### src/design/dafc_pkg.sv
package dafc_pkg;

  // word width of one channel
  localparam int unsigned WORD_W = 12;
  localparam int unsigned MSB_POS = WORD_W - 1;
  // pipeline latency in clock cycles
  localparam int unsigned PIPE_LAT = 4;
  // fifo depth in pairs
  localparam int unsigned FIFO_DEPTH = 16;
  // cycles of unsettled-word flagging after a select change
  localparam int unsigned SETTLE_CYC = 4;
  // select level codes after quantisation of the four-level pin
  localparam logic [1:0] SEL_AGND = 2'h0;
  localparam logic [1:0] SEL_THIRD = 2'h1;
  localparam logic [1:0] SEL_TWO_THIRD = 2'h2;
  localparam logic [1:0] SEL_VA = 2'h3;
  // setting field positions
  localparam int unsigned SET_TWOS_POS = 1;
  localparam int unsigned SET_STAB_POS = 0;
  localparam logic [1:0] SET_RESET = 2'h0;
  localparam logic [WORD_W-1:0] WORD_RESET = 12'h000;

  typedef struct packed {
    logic twos_complement;
    logic duty_stabilizer;
  } dafc_setting_t;

  typedef struct packed {
    logic [WORD_W-1:0] channel_a_word;
    logic [WORD_W-1:0] channel_b_word;
  } dafc_pair_t;

  localparam int unsigned PAIR_W = 2 * WORD_W;

endpackage

### src/design/dafc_fifo.sv
`timescale 1ns/1ps
`default_nettype none
module dafc_fifo
#(
  parameter int unsigned WIDTH = 24,
  parameter int unsigned DEPTH = 16
)
(
  // clock and reset
  input  wire logic             clock,
  input  wire logic             reset,
  // fill side
  input  wire logic             in_valid,
  output logic                  in_ready,
  input  wire logic [WIDTH-1:0] in_data,
  // drain side
  output logic                  out_valid,
  input  wire logic             out_ready,
  output logic      [WIDTH-1:0] out_data
);

  localparam int unsigned AW = $clog2(DEPTH);

  logic [WIDTH-1:0] mem [DEPTH];
  logic [AW-1:0]    wr_ptr;
  logic [AW-1:0]    rd_ptr;
  logic [AW:0]      count;
  logic [AW-1:0]    next_wr_ptr;
  logic [AW-1:0]    next_rd_ptr;
  logic [AW:0]      next_count;
  logic             push;
  logic             pop;

  function automatic logic [AW-1:0] bump(input logic [AW-1:0] p);
    if (p == AW'(DEPTH - 1))
      bump = '0;
    else
      bump = p + 1'b1;
  endfunction

  always_comb
  begin
    in_ready    = (count != (AW+1)'(DEPTH));
    out_valid   = (count != '0);
    out_data    = mem[rd_ptr];
    push        = in_valid && in_ready;
    pop         = out_valid && out_ready;
    next_wr_ptr = push ? bump(wr_ptr) : wr_ptr;
    next_rd_ptr = pop ? bump(rd_ptr) : rd_ptr;
    next_count  = count;
    if (push && !pop)
      next_count = count + 1'b1;
    else if (pop && !push)
      next_count = count - 1'b1;
  end

  always_ff @(posedge clock)
  begin
    if (reset)
    begin
      wr_ptr <= '0;
      rd_ptr <= '0;
      count  <= '0;
    end
    else
    begin
      wr_ptr <= next_wr_ptr;
      rd_ptr <= next_rd_ptr;
      count  <= next_count;
    end
  end

  always_ff @(posedge clock)
  begin
    if (push)
      mem[wr_ptr] <= in_data;
  end

endmodule
`default_nettype wire

### src/design/dafc_top.sv
// What this block does
// - offset binary: raw code passes unchanged, zero at negative full scale
// - two's complement: offset binary code with its top bit inverted
// - select at supply level: two's complement, stabilizer off
// - select at ground: offset binary, stabilizer off
// - select at two thirds supply: two's complement, stabilizer on
// - select at one third supply: offset binary, stabilizer on
// - stabilizer on: accept 30 to 70 percent high time, steady clock
// - select change may spoil a few words; those are flagged invalid
// - serial control enabled: select pin is ignored entirely
// - two independent channels, each with its own 12-bit output word
// - one new word at most every second cycle, after the pipeline latency and any fifo wait
`timescale 1ns/1ps
`default_nettype none
module dafc_top
#(
  parameter int unsigned PIPE_LAT   = dafc_pkg::PIPE_LAT,
  parameter int unsigned FIFO_DEPTH = dafc_pkg::FIFO_DEPTH,
  parameter int unsigned SETTLE_CYC = dafc_pkg::SETTLE_CYC
)
(
  // clock and reset
  input  wire logic                        clock,
  input  wire logic                        reset,
  // quantised four-level select pin and serial override
  input  wire logic [1:0]                  format_stabilizer_select,
  input  wire logic                        serial_enable,
  input  wire logic                        serial_twos_complement,
  input  wire logic                        serial_duty_stabilizer,
  // power down pins
  input  wire logic                        powerdown_channel_a,
  input  wire logic                        powerdown_channel_b,
  // raw converter core samples, offset binary
  input  wire logic                        sample_valid,
  input  wire logic [dafc_pkg::WORD_W-1:0] core_a_sample,
  input  wire logic [dafc_pkg::WORD_W-1:0] core_b_sample,
  // parallel outputs toward capture logic
  input  wire logic                        capture_ready,
  output logic      [dafc_pkg::WORD_W-1:0] channel_a_word,
  output logic      [dafc_pkg::WORD_W-1:0] channel_b_word,
  output logic                             output_strobe,
  output logic                             powerdown_pin,
  output logic                             words_unsettled,
  // status
  output logic                             duty_stabilizer,
  output logic                             twos_complement,
  output logic                             sample_stall
);

  localparam int unsigned WW = dafc_pkg::WORD_W;
  localparam int unsigned PW = dafc_pkg::PAIR_W;
  localparam int unsigned SW = $clog2(SETTLE_CYC + 1);

  // two-stage synchronisers for pins
  logic [1:0] sel_s1;
  logic [1:0] sel_s2;
  logic [1:0] pd_s1;
  logic [1:0] pd_s2;
  logic [2:0] ser_s1;
  logic [2:0] ser_s2;

  always_ff @(posedge clock)
  begin
    if (reset)
    begin
      sel_s1 <= dafc_pkg::SEL_AGND;
      sel_s2 <= dafc_pkg::SEL_AGND;
      pd_s1  <= 2'h0;
      pd_s2  <= 2'h0;
      ser_s1 <= 3'h0;
      ser_s2 <= 3'h0;
    end
    else
    begin
      sel_s1 <= format_stabilizer_select;
      sel_s2 <= sel_s1;
      pd_s1  <= {powerdown_channel_b, powerdown_channel_a};
      pd_s2  <= pd_s1;
      ser_s1 <= {serial_enable, serial_twos_complement,
                 serial_duty_stabilizer};
      ser_s2 <= ser_s1;
    end
  end

  // decode of the four select levels
  function automatic dafc_pkg::dafc_setting_t decode_sel(
    input logic [1:0] sel
  );
    dafc_pkg::dafc_setting_t s;
    s = '0;
    case (sel)
      dafc_pkg::SEL_VA:        s = '{1'b1, 1'b0};
      dafc_pkg::SEL_AGND:      s = '{1'b0, 1'b0};
      dafc_pkg::SEL_TWO_THIRD: s = '{1'b1, 1'b1};
      dafc_pkg::SEL_THIRD:     s = '{1'b0, 1'b1};
      default:                 s = '{1'b0, 1'b0};
    endcase
    decode_sel = s;
  endfunction

  // format conversion: invert the top bit for two's complement
  function automatic logic [WW-1:0] fmt(
    input logic [WW-1:0] raw,
    input logic          twos
  );
    fmt = raw;
    if (twos)
      fmt[dafc_pkg::MSB_POS] = ~raw[dafc_pkg::MSB_POS];
  endfunction

  dafc_pkg::dafc_setting_t setting;
  dafc_pkg::dafc_setting_t next_setting;
  logic [SW-1:0]           settle;
  logic [SW-1:0]           next_settle;

  always_comb
  begin
    if (ser_s2[2])
    begin
      next_setting.twos_complement = ser_s2[dafc_pkg::SET_TWOS_POS];
      next_setting.duty_stabilizer = ser_s2[dafc_pkg::SET_STAB_POS];
    end
    else
      next_setting = decode_sel(sel_s2);
    // settle restarts on every change, so back-to-back changes extend it
    next_settle = settle;
    if (next_setting != setting)
      next_settle = SW'(SETTLE_CYC);
    else if (settle != '0)
      next_settle = settle - 1'b1;
  end

  always_ff @(posedge clock)
  begin
    if (reset)
    begin
      setting <= dafc_pkg::SET_RESET;
      settle  <= '0;
    end
    else
    begin
      setting <= next_setting;
      settle  <= next_settle;
    end
  end

  // PIPE_LAT-stage pipeline, one pair per cycle, frozen while the fifo is full
  dafc_pkg::dafc_pair_t pipe [PIPE_LAT];
  logic [PIPE_LAT-1:0]  pipe_v;
  logic [PIPE_LAT-1:0]  pipe_u;
  dafc_pkg::dafc_pair_t next_pipe0;
  logic                 fifo_in_ready;
  logic                 fifo_out_valid;
  dafc_pkg::dafc_pair_t fifo_out;
  logic [PW-1:0]        fifo_out_bits;
  logic                 fifo_unsettled;
  logic [PIPE_LAT-1:0]  unsettled_mark;
  dafc_pkg::dafc_pair_t next_pipe [PIPE_LAT];
  logic [PIPE_LAT-1:0]  next_pipe_v;
  logic [PIPE_LAT-1:0]  next_pipe_u;

  always_comb
  begin
    // each channel formatted on its own bus
    next_pipe0.channel_a_word = fmt(core_a_sample, setting.twos_complement);
    next_pipe0.channel_b_word = fmt(core_b_sample, setting.twos_complement);
  end

  // pipeline advances only when the fifo can take its output
  // a pair met by a full fifo is dropped, not held back
  always_comb
  begin
    next_pipe   = pipe;
    next_pipe_v = pipe_v;
    next_pipe_u = pipe_u;
    if (fifo_in_ready)
    begin
      next_pipe[0]   = next_pipe0;
      next_pipe_v[0] = sample_valid;
      next_pipe_u[0] = (settle != '0) || (next_setting != setting);
      for (int i = 1; i < PIPE_LAT; i++)
      begin
        next_pipe[i]   = pipe[i-1];
        next_pipe_v[i] = pipe_v[i-1];
        next_pipe_u[i] = pipe_u[i-1];
      end
    end
  end

  always_ff @(posedge clock)
  begin
    if (reset)
    begin
      pipe_v <= '0;
      pipe_u <= '0;
      for (int i = 0; i < PIPE_LAT; i++)
        pipe[i] <= '0;
    end
    else
    begin
      pipe   <= next_pipe;
      pipe_v <= next_pipe_v;
      pipe_u <= next_pipe_u;
    end
  end

  assign unsettled_mark = pipe_u;

  // unsettled flag travels in the fifo next to the pair
  logic [PW:0] fifo_in_bits;
  logic [PW:0] fifo_out_all;

  assign fifo_in_bits   = {unsettled_mark[PIPE_LAT-1], pipe[PIPE_LAT-1]};
  assign fifo_out_bits  = fifo_out_all[PW-1:0];
  assign fifo_unsettled = fifo_out_all[PW];
  assign fifo_out       = fifo_out_bits;

  logic strobe_phase;
  logic next_strobe_phase;
  logic take;

  dafc_fifo
  #(
    .WIDTH (PW + 1),
    .DEPTH (FIFO_DEPTH)
  )
  u_fifo
  (
    .clock     (clock),
    .reset     (reset),
    .in_valid  (pipe_v[PIPE_LAT-1]),
    .in_ready  (fifo_in_ready),
    .in_data   (fifo_in_bits),
    .out_valid (fifo_out_valid),
    .out_ready (take),
    .out_data  (fifo_out_all)
  );

  // present a word, then raise the strobe the next cycle for capture
  logic [WW-1:0] next_a;
  logic [WW-1:0] next_b;
  logic          next_unsettled;
  logic          next_pd;
  logic          next_strobe;
  logic          next_stab;
  logic          next_twos;
  logic          next_stall;

  always_comb
  begin
    // no take while the strobe of the last word is still pending
    take              = fifo_out_valid && capture_ready && !strobe_phase;
    next_strobe_phase = take;
    next_a            = channel_a_word;
    next_b            = channel_b_word;
    next_unsettled    = words_unsettled;
    if (take)
    begin
      next_a         = fifo_out.channel_a_word;
      next_b         = fifo_out.channel_b_word;
      next_unsettled = fifo_unsettled;
    end
    next_pd = pd_s2[0] || pd_s2[1];
    // strobe trails the word by one cycle, so the word is steady at its rise
    next_strobe = strobe_phase;
    next_stab   = setting.duty_stabilizer;
    next_twos   = setting.twos_complement;
    // stall reports a refusal in the cycle after the pipeline freezes
    next_stall  = !fifo_in_ready;
  end

  always_ff @(posedge clock)
  begin
    if (reset)
    begin
      strobe_phase    <= 1'b0;
      channel_a_word  <= dafc_pkg::WORD_RESET;
      channel_b_word  <= dafc_pkg::WORD_RESET;
      words_unsettled <= 1'b0;
      output_strobe   <= 1'b0;
      powerdown_pin   <= 1'b0;
      duty_stabilizer <= 1'b0;
      twos_complement <= 1'b0;
      sample_stall    <= 1'b0;
    end
    else
    begin
      strobe_phase    <= next_strobe_phase;
      channel_a_word  <= next_a;
      channel_b_word  <= next_b;
      words_unsettled <= next_unsettled;
      output_strobe   <= next_strobe;
      powerdown_pin   <= next_pd;
      duty_stabilizer <= next_stab;
      twos_complement <= next_twos;
      sample_stall    <= next_stall;
    end
  end

endmodule
`default_nettype wire
### config.mk
export PLATFORM = sky130hd
export DESIGN_NAME = dafc_top
export DESIGN_NICKNAME = d
export VERILOG_FILES = /design/src/design/dafc_pkg.sv /design/src/design/dafc_fifo.sv /design/src/design/dafc_top.sv
export SDC_FILE = /design/constraint.sdc
export NUM_CORES = 1
export LEC_CHECK = 0
export ABC_AREA = 1
export BUFFER_PORTS_ARGS = -buffer_cell sky130_fd_sc_hd__buf_2
export CORE_MARGIN = 2
export CORE_UTILIZATION = 30
export CTS_BUF_LIST = sky130_fd_sc_hd__clkbuf_8
export CTS_CLUSTER_SIZE = 8
export DETAILED_ROUTE_END_ITERATION = 6
export SYNTH_ARGS = -nofsm -noshare
export SYNTH_HDL_FRONTEND = slang
export SYNTH_SLANG_ARGS = --single-unit
### constraint.sdc
create_clock -name clock -period 2.35 [get_ports clock]
set_clock_uncertainty 0.2 [all_clocks]
set_input_delay 0.1175 -clock clock [delete_from_list [all_inputs] [get_ports clock]]
set_output_delay 0.1175 -clock clock [all_outputs]
set_load 0.01 [all_outputs]
==> impl_metrics.ini, run 1 <==
[run_status]
status = complete, no violations

[critical_path]
crit_chain = nor2_4, nand3_4, nand2_1, inv_2, nand2_1, nor2_2
worst-path-buf-inv = 1
timing.critical_path.to = u_fifo.mem[6][24]
crit_fanout = 12
arrival_ps = 2300
cp-start-kind = flip-flop
r2r-start = u_fifo.count[1]
crit_cells = 6
worstRegToRegCells = 6
cp_slowest_stage_delay_ps = 820
cpMostUsedCell = nand2_1
crit_family = simple AND/OR/NAND/NOR gates
worstSetupEndpointType = flip-flop
required_ps = 2420
rr_endpoint = u_fifo.mem[6][24]
path_class = reg -> reg
r2r_slack_ps = 120
startpoint = u_fifo.count[1]
cp_slowest_cell = nor2_2

[job]
cap_violations = 0

[placed_design]
dp_hpwl_mm = 28.87
routabilityCongestion = 0.7063
port_buffers = 64

[timing]
period_minus_slack_ps = 2231
maxSlewHeadroom_pct = 35.18
whs_ps = 61.55
maxSlewViolCount = 0
max_freq_mhz = 448.2
finalSetupViolCount = 0
finalHoldViolCount = 0
worst_pin_slew_ps = 971.3
fin_crit_sh_pct = 94.94

[drt]
drcViolationCount = 0
num_vias = 16100
wl_per_cell_um = 15.72
routed_via_density = 4.407
drt-initial-drc-count = 1236
ant_nets = 0
drt_wl_total_mm = 57.44
first_pass_iters = 5

[floorplanning]
rows = 102
die_h_um = 282.4
coreArea_mm2 = 0.07708
start_util_pct = 30.16
io_pins = 65
die-area_mm2 = 0.07974
chipWidth_um = 282.4

[clocking]
post_cts_buffers = 0
h-tree-depth = 3
cts_sinks = 567
cts_tree = done
cts_inserted_buffers = 94
worstSkewPairLatency_ps = 680
clk_pin_slew_ps = 60
cts-root-buf = clkbuf_8
clock_path_buffers = 3

[global_route]
antenna_found_initial = 3
grt_max_degree = 109
globalRouteOverflowTotal = 0
grt_usage_pct = 14.02
grt_pass1_vias = 15440
grt_pass1_wl_mm = 86.33

[layout]
nets = 2593
diodes = 0
syn_to_final_growth_pct = 18.78
layout_common_cells = nand2_1, edfxtp_1, inv_1
drive_above_1_share_pct = 11.40
layout_commonest_cell = nand2_1

[logic_synthesis]
yosys_warnings = 0
yosysTopAreaCell = edfxtp_1
syn_inst = 2365
netlist-cell-type-count = 27
syn-num-nets = 2415
synth-seq-area-share_pct = 66.05
yosysTopAreaCellShare_pct = 51.67
synthTopCellsByArea = edfxtp_1, dfxtp_1, nand2_1, nand3_1, inv_1
syn-cell-area_mm2 = 0.02325
synth_area_per_cell_um2 = 9.830
synth-seq-cells = 567

[worst_hold_path]
hold_path.class = in -> reg

[power]
total_power_w = 0.02729
ir_drop_mv = 0.5859
leakagePower_nw = 11.59
p_per_area_mw_per_mm2 = 988.4
==> worst min-delay path by stage <==
| stage | startpoint | endpoint | slack [ps] | depth (start not counted) |
|---|---|---|---|---|
| 3_5_place_dp | powerdown_channel_b | pd_s1[1] | 120 | 3 |
| 4_1_cts | core_a_sample[10] | pipe[94] | 9 | 4 |
| 6_report | core_a_sample[10] | pipe[94] | 60 | 4 |
| 2_1_floorplan | powerdown_channel_a | pd_s1[0] | 20 | 2 |
| 3_3_place_gp | format_stabilizer_select[0] | sel_s1[0] | 120 | 3 |
| 5_1_grt | core_a_sample[10] | pipe[94] | 20 | 4 |
==> synthesized netlist by cell type, drive strengths merged <==
cell type,number
buf,85
nor2,108
a21oi,113
clkinv,2
o21ai,109
xor2,7
nand3,284
and3,1
nand4,1
clkbuf,44
inv,364
nand2,654
xnor2,3
nand3b,3
nor3,3
fa,1
dfxtp,167
edfxtp,400
a211oi,2
ha,14
==> final cells by class <==
type | instances | area [µm²]
Multi-Input combinational cell | 1308 | 5982
Fill cell | 7785 | 49470
Sequential cell | 567 | 15370
Tap cell | 1040 | 1301
Clock buffer | 106 | 1459
Inverter | 366 | 1381
Timing Repair Buffer | 206 | 1843
Clock inverter | 60 | 279.0
==> kinds of logic (layout without fill, tap and decap cells) <==
| group | after synthesis | in the layout | share of synthesized area, % |
|---|---|---|---|
| xor+xnor | 10 | 10 | 0.3768 |
| simple gates | 1054 | 1059 | 18.65 |
| compound gates | 224 | 224 | 4.844 |
| buf+inv | 495 | 738 | 9.241 |
| flops | 567 | 567 | 66.05 |
| fa+ha+maj | 15 | 15 | 0.8396 |
==> flip-flops by register name (all words and copies together), names as in the netlist, 4 cells and up <==
register / count
u_fifo.mem: 400
pipe: 72
fifo_in_bits: 24
channel_a_word: 12
channel_b_word: 12
u_fifo.count: 5
pipe_u: 4
pipe_v: 4
u_fifo.rd_ptr: 4
u_fifo.wr_ptr: 4
==> what timing repair did <==
item                       CTS  global route
pin swaps                    1             5
hold buffers                71             0
hold endpoints to repair    84             0
resized for setup            4            17
setup endpoints to repair   12            91
gates cloned                 0             5
==> power by group <==
| part | internal (W) | leakage, nW | total [W] | switching [W] |
|---|---|---|---|---|
| logic | 0.00231 | 5.51 | 0.00668 | 0.00437 |
| clock network | 0.00421 | 1.01 | 0.00808 | 0.00387 |
| registers | 0.0118 | 5.07 | 0.0125 | 0.000751 |
==> through the flow <==
step / area, µm² / worst slack (ps) / std cells / TNS (ps) / utilization, %
floorplan: 23250 / -243.0 / 2365 / -81360 / -
global placement: 25050 / -117.1 / 3411 / -157.5 / 32.50
detailed placement: 25050 / -104.6 / 3411 / -258.9 / 32.50
CTS: 27510 / -1.058 / 3648 / -2.447 / 35.68
global route: 27610 / -1.383 / 3653 / -1.383 / 35.82
finish: 27610 / 119.0 / 3653 / 0 / 35.82
==> worst reg2reg max path: cells and delay by family, from the launching register on <==
kind	cells	cell delay, ps
DFF	1	350
buffers and inverters	1	100
and+or+nand+nor	5	1180
==> layer usage <==
layer	global-route usage (%)	up-vias	wire length, µm
li1	-	8001	-
met1	18.69	7513	26190
met2	22.72	484	26110
met3	3.362	97	3909
met4	3.921	2	1222
met5	0	-	10
Power figures use the tool's default switching activity.
==> run 2: changes to the inputs <==
- clock period: 2.35 -> 2.6 ns (I/O delays scaled with it)
==> impl_metrics.ini, run 2 (synthesis gave the netlist of run 1 again) <==
[run_status]
status = complete, no violations

[layout]
nets = 2569
layout_commonest_cell = nand2_1
drive_above_1_share_pct = 9.084
diodes = 0
largest_register_ff_count = 400
layout_common_cells = nand2_1, inv_1, edfxtp_1
syn_to_final_growth_pct = 17.39
regMostFlops = u_fifo.mem
fillers = 7787

[floorplanning]
io_pins = 65
chipWidth_um = 282.4
rows = 102
start_util_pct = 30.16
die-area_mm2 = 0.07974
die_h_um = 282.4
coreArea_mm2 = 0.07708

[clocking]
post_cts_buffers = 0
cts_sinks = 567
cts_inserted_buffers = 94
clk_pin_slew_ps = 60
h-tree-depth = 3
clock_path_buffers = 3
cts_resized = 0
cts-root-buf = clkbuf_8
cts_tree = done
worstSkewPairLatency_ps = 670

[timing]
worst_pin_slew_ps = 1167
tns_ps = 0
rsz0062_at_grt = true
whs_ps = 197.5
period_minus_slack_ps = 2528
max_freq_mhz = 395.5
maxSlewViolCount = 0
fin_crit_sh_pct = 97.24
finalHoldViolCount = 0
maxSlewHeadroom_pct = 22.02
finalSetupViolCount = 0

[global_route]
grt_pass1_wl_mm = 85.10
globalRouteOverflowTotal = 0
grt_max_degree = 210
grt_pass1_vias = 15160
antenna_found_initial = 1
grt_usage_pct = 13.79

[placed_design]
routabilityCongestion = 0.7225
dp_hpwl_mm = 28.05
port_buffers = 64

[drt]
drt_wl_total_mm = 54.78
drcViolationCount = 0
wl_per_cell_um = 15.06
ant_nets = 0
first_pass_iters = 5
routed_via_density = 4.336
num_vias = 15770
drt-initial-drc-count = 1318

[worst_hold_path]
hold_depth = 2
hold_path.class = reg -> reg

[power]
p_per_area_mw_per_mm2 = 897.3
total_power_w = 0.02449
ir_drop_mv = 0.5874
leakagePower_nw = 11.49

[critical_path]
r2r-start = u_fifo.count[2]
arrival_ps = 2600
rr_endpoint = u_fifo.mem[14][22]
r2r_slack_ps = 70
required_ps = 2670
path_class = reg -> reg
cp-start-kind = flip-flop
worstRegToRegCells = 6
startpoint = u_fifo.count[2]
crit_fanout = 25
timing.critical_path.to = u_fifo.mem[14][22]
worstSetupEndpointType = flip-flop

[job]
cap_violations = 0
==> run 2: timing repair <==
item | 4_1_cts | 5_1_grt
hold buffers | 92 | 0
hold endpoints to repair | 122 | 0
setup endpoints to repair | 0 | 94
==> run 2: worst max-delay path, stage by stage (launching register included) <==
cell and delay (ps):
dfxtp_1 360, nor2_1 100, nand3_4 100, nand2_1 80
inv_2 130, nand2_1 240, nor2_4 910
==> run 2: worst min path at each step <==
stage,from,end,slack [ps]
4_1_cts,core_b_sample[11],pipe[83],150
3_5_place_dp,powerdown_channel_b,pd_s1[1],140
3_3_place_gp,format_stabilizer_select[0],sel_s1[0],130
2_1_floorplan,powerdown_channel_a,pd_s1[0],40
6_report,pd_s1[0],pd_s2[0],200
5_1_grt,core_b_sample[11],pipe[83],150
==> run 2: where the power goes <==
| group | switching, W | total [W] | internal (W) |
|---|---|---|---|
| combinational | 0.00390 | 0.00590 | 0.00200 |
| sequential | 0.000700 | 0.0114 | 0.0107 |
| clock | 0.00353 | 0.00724 | 0.00371 |
==> run 2: area by class of cell <==
class	instances	area (µm²)	area share, %
clock inverters	77	384.1	1.407
well taps	1040	1301	4.768
repair buffers	187	1637	5.996
inverters	366	1380	5.057
multi-input cells	1303	5878	21.54
clock buffers	98	1349	4.942
flip-flops and latches	567	15360	56.29
==> run 2: layer usage <==
metal | track usage [%] | vias to the layer above | wire length [µm]
li1 | - | 7955 | -
met1 | 18.48 | 7365 | 25250
met2 | 22.45 | 365 | 25380
met3 | 2.965 | 89 | 3069
met4 | 3.948 | 0 | 1079
met5 | 0 | - | 0
==> run 2: through the flow <==
step / util, % / instance area [µm²] / setup slack [ps] / cells
after floorplan: - / 23250 / 7.036 / 2365
after global placement: 31.96 / 24640 / 50.61 / 3371
after detailed placement: 31.96 / 24640 / 53.58 / 3371
after CTS: 35.41 / 27290 / 38.74 / 3638
after global routing: 35.41 / 27290 / -50.38 / 3638
final: 35.41 / 27290 / 71.86 / 3638
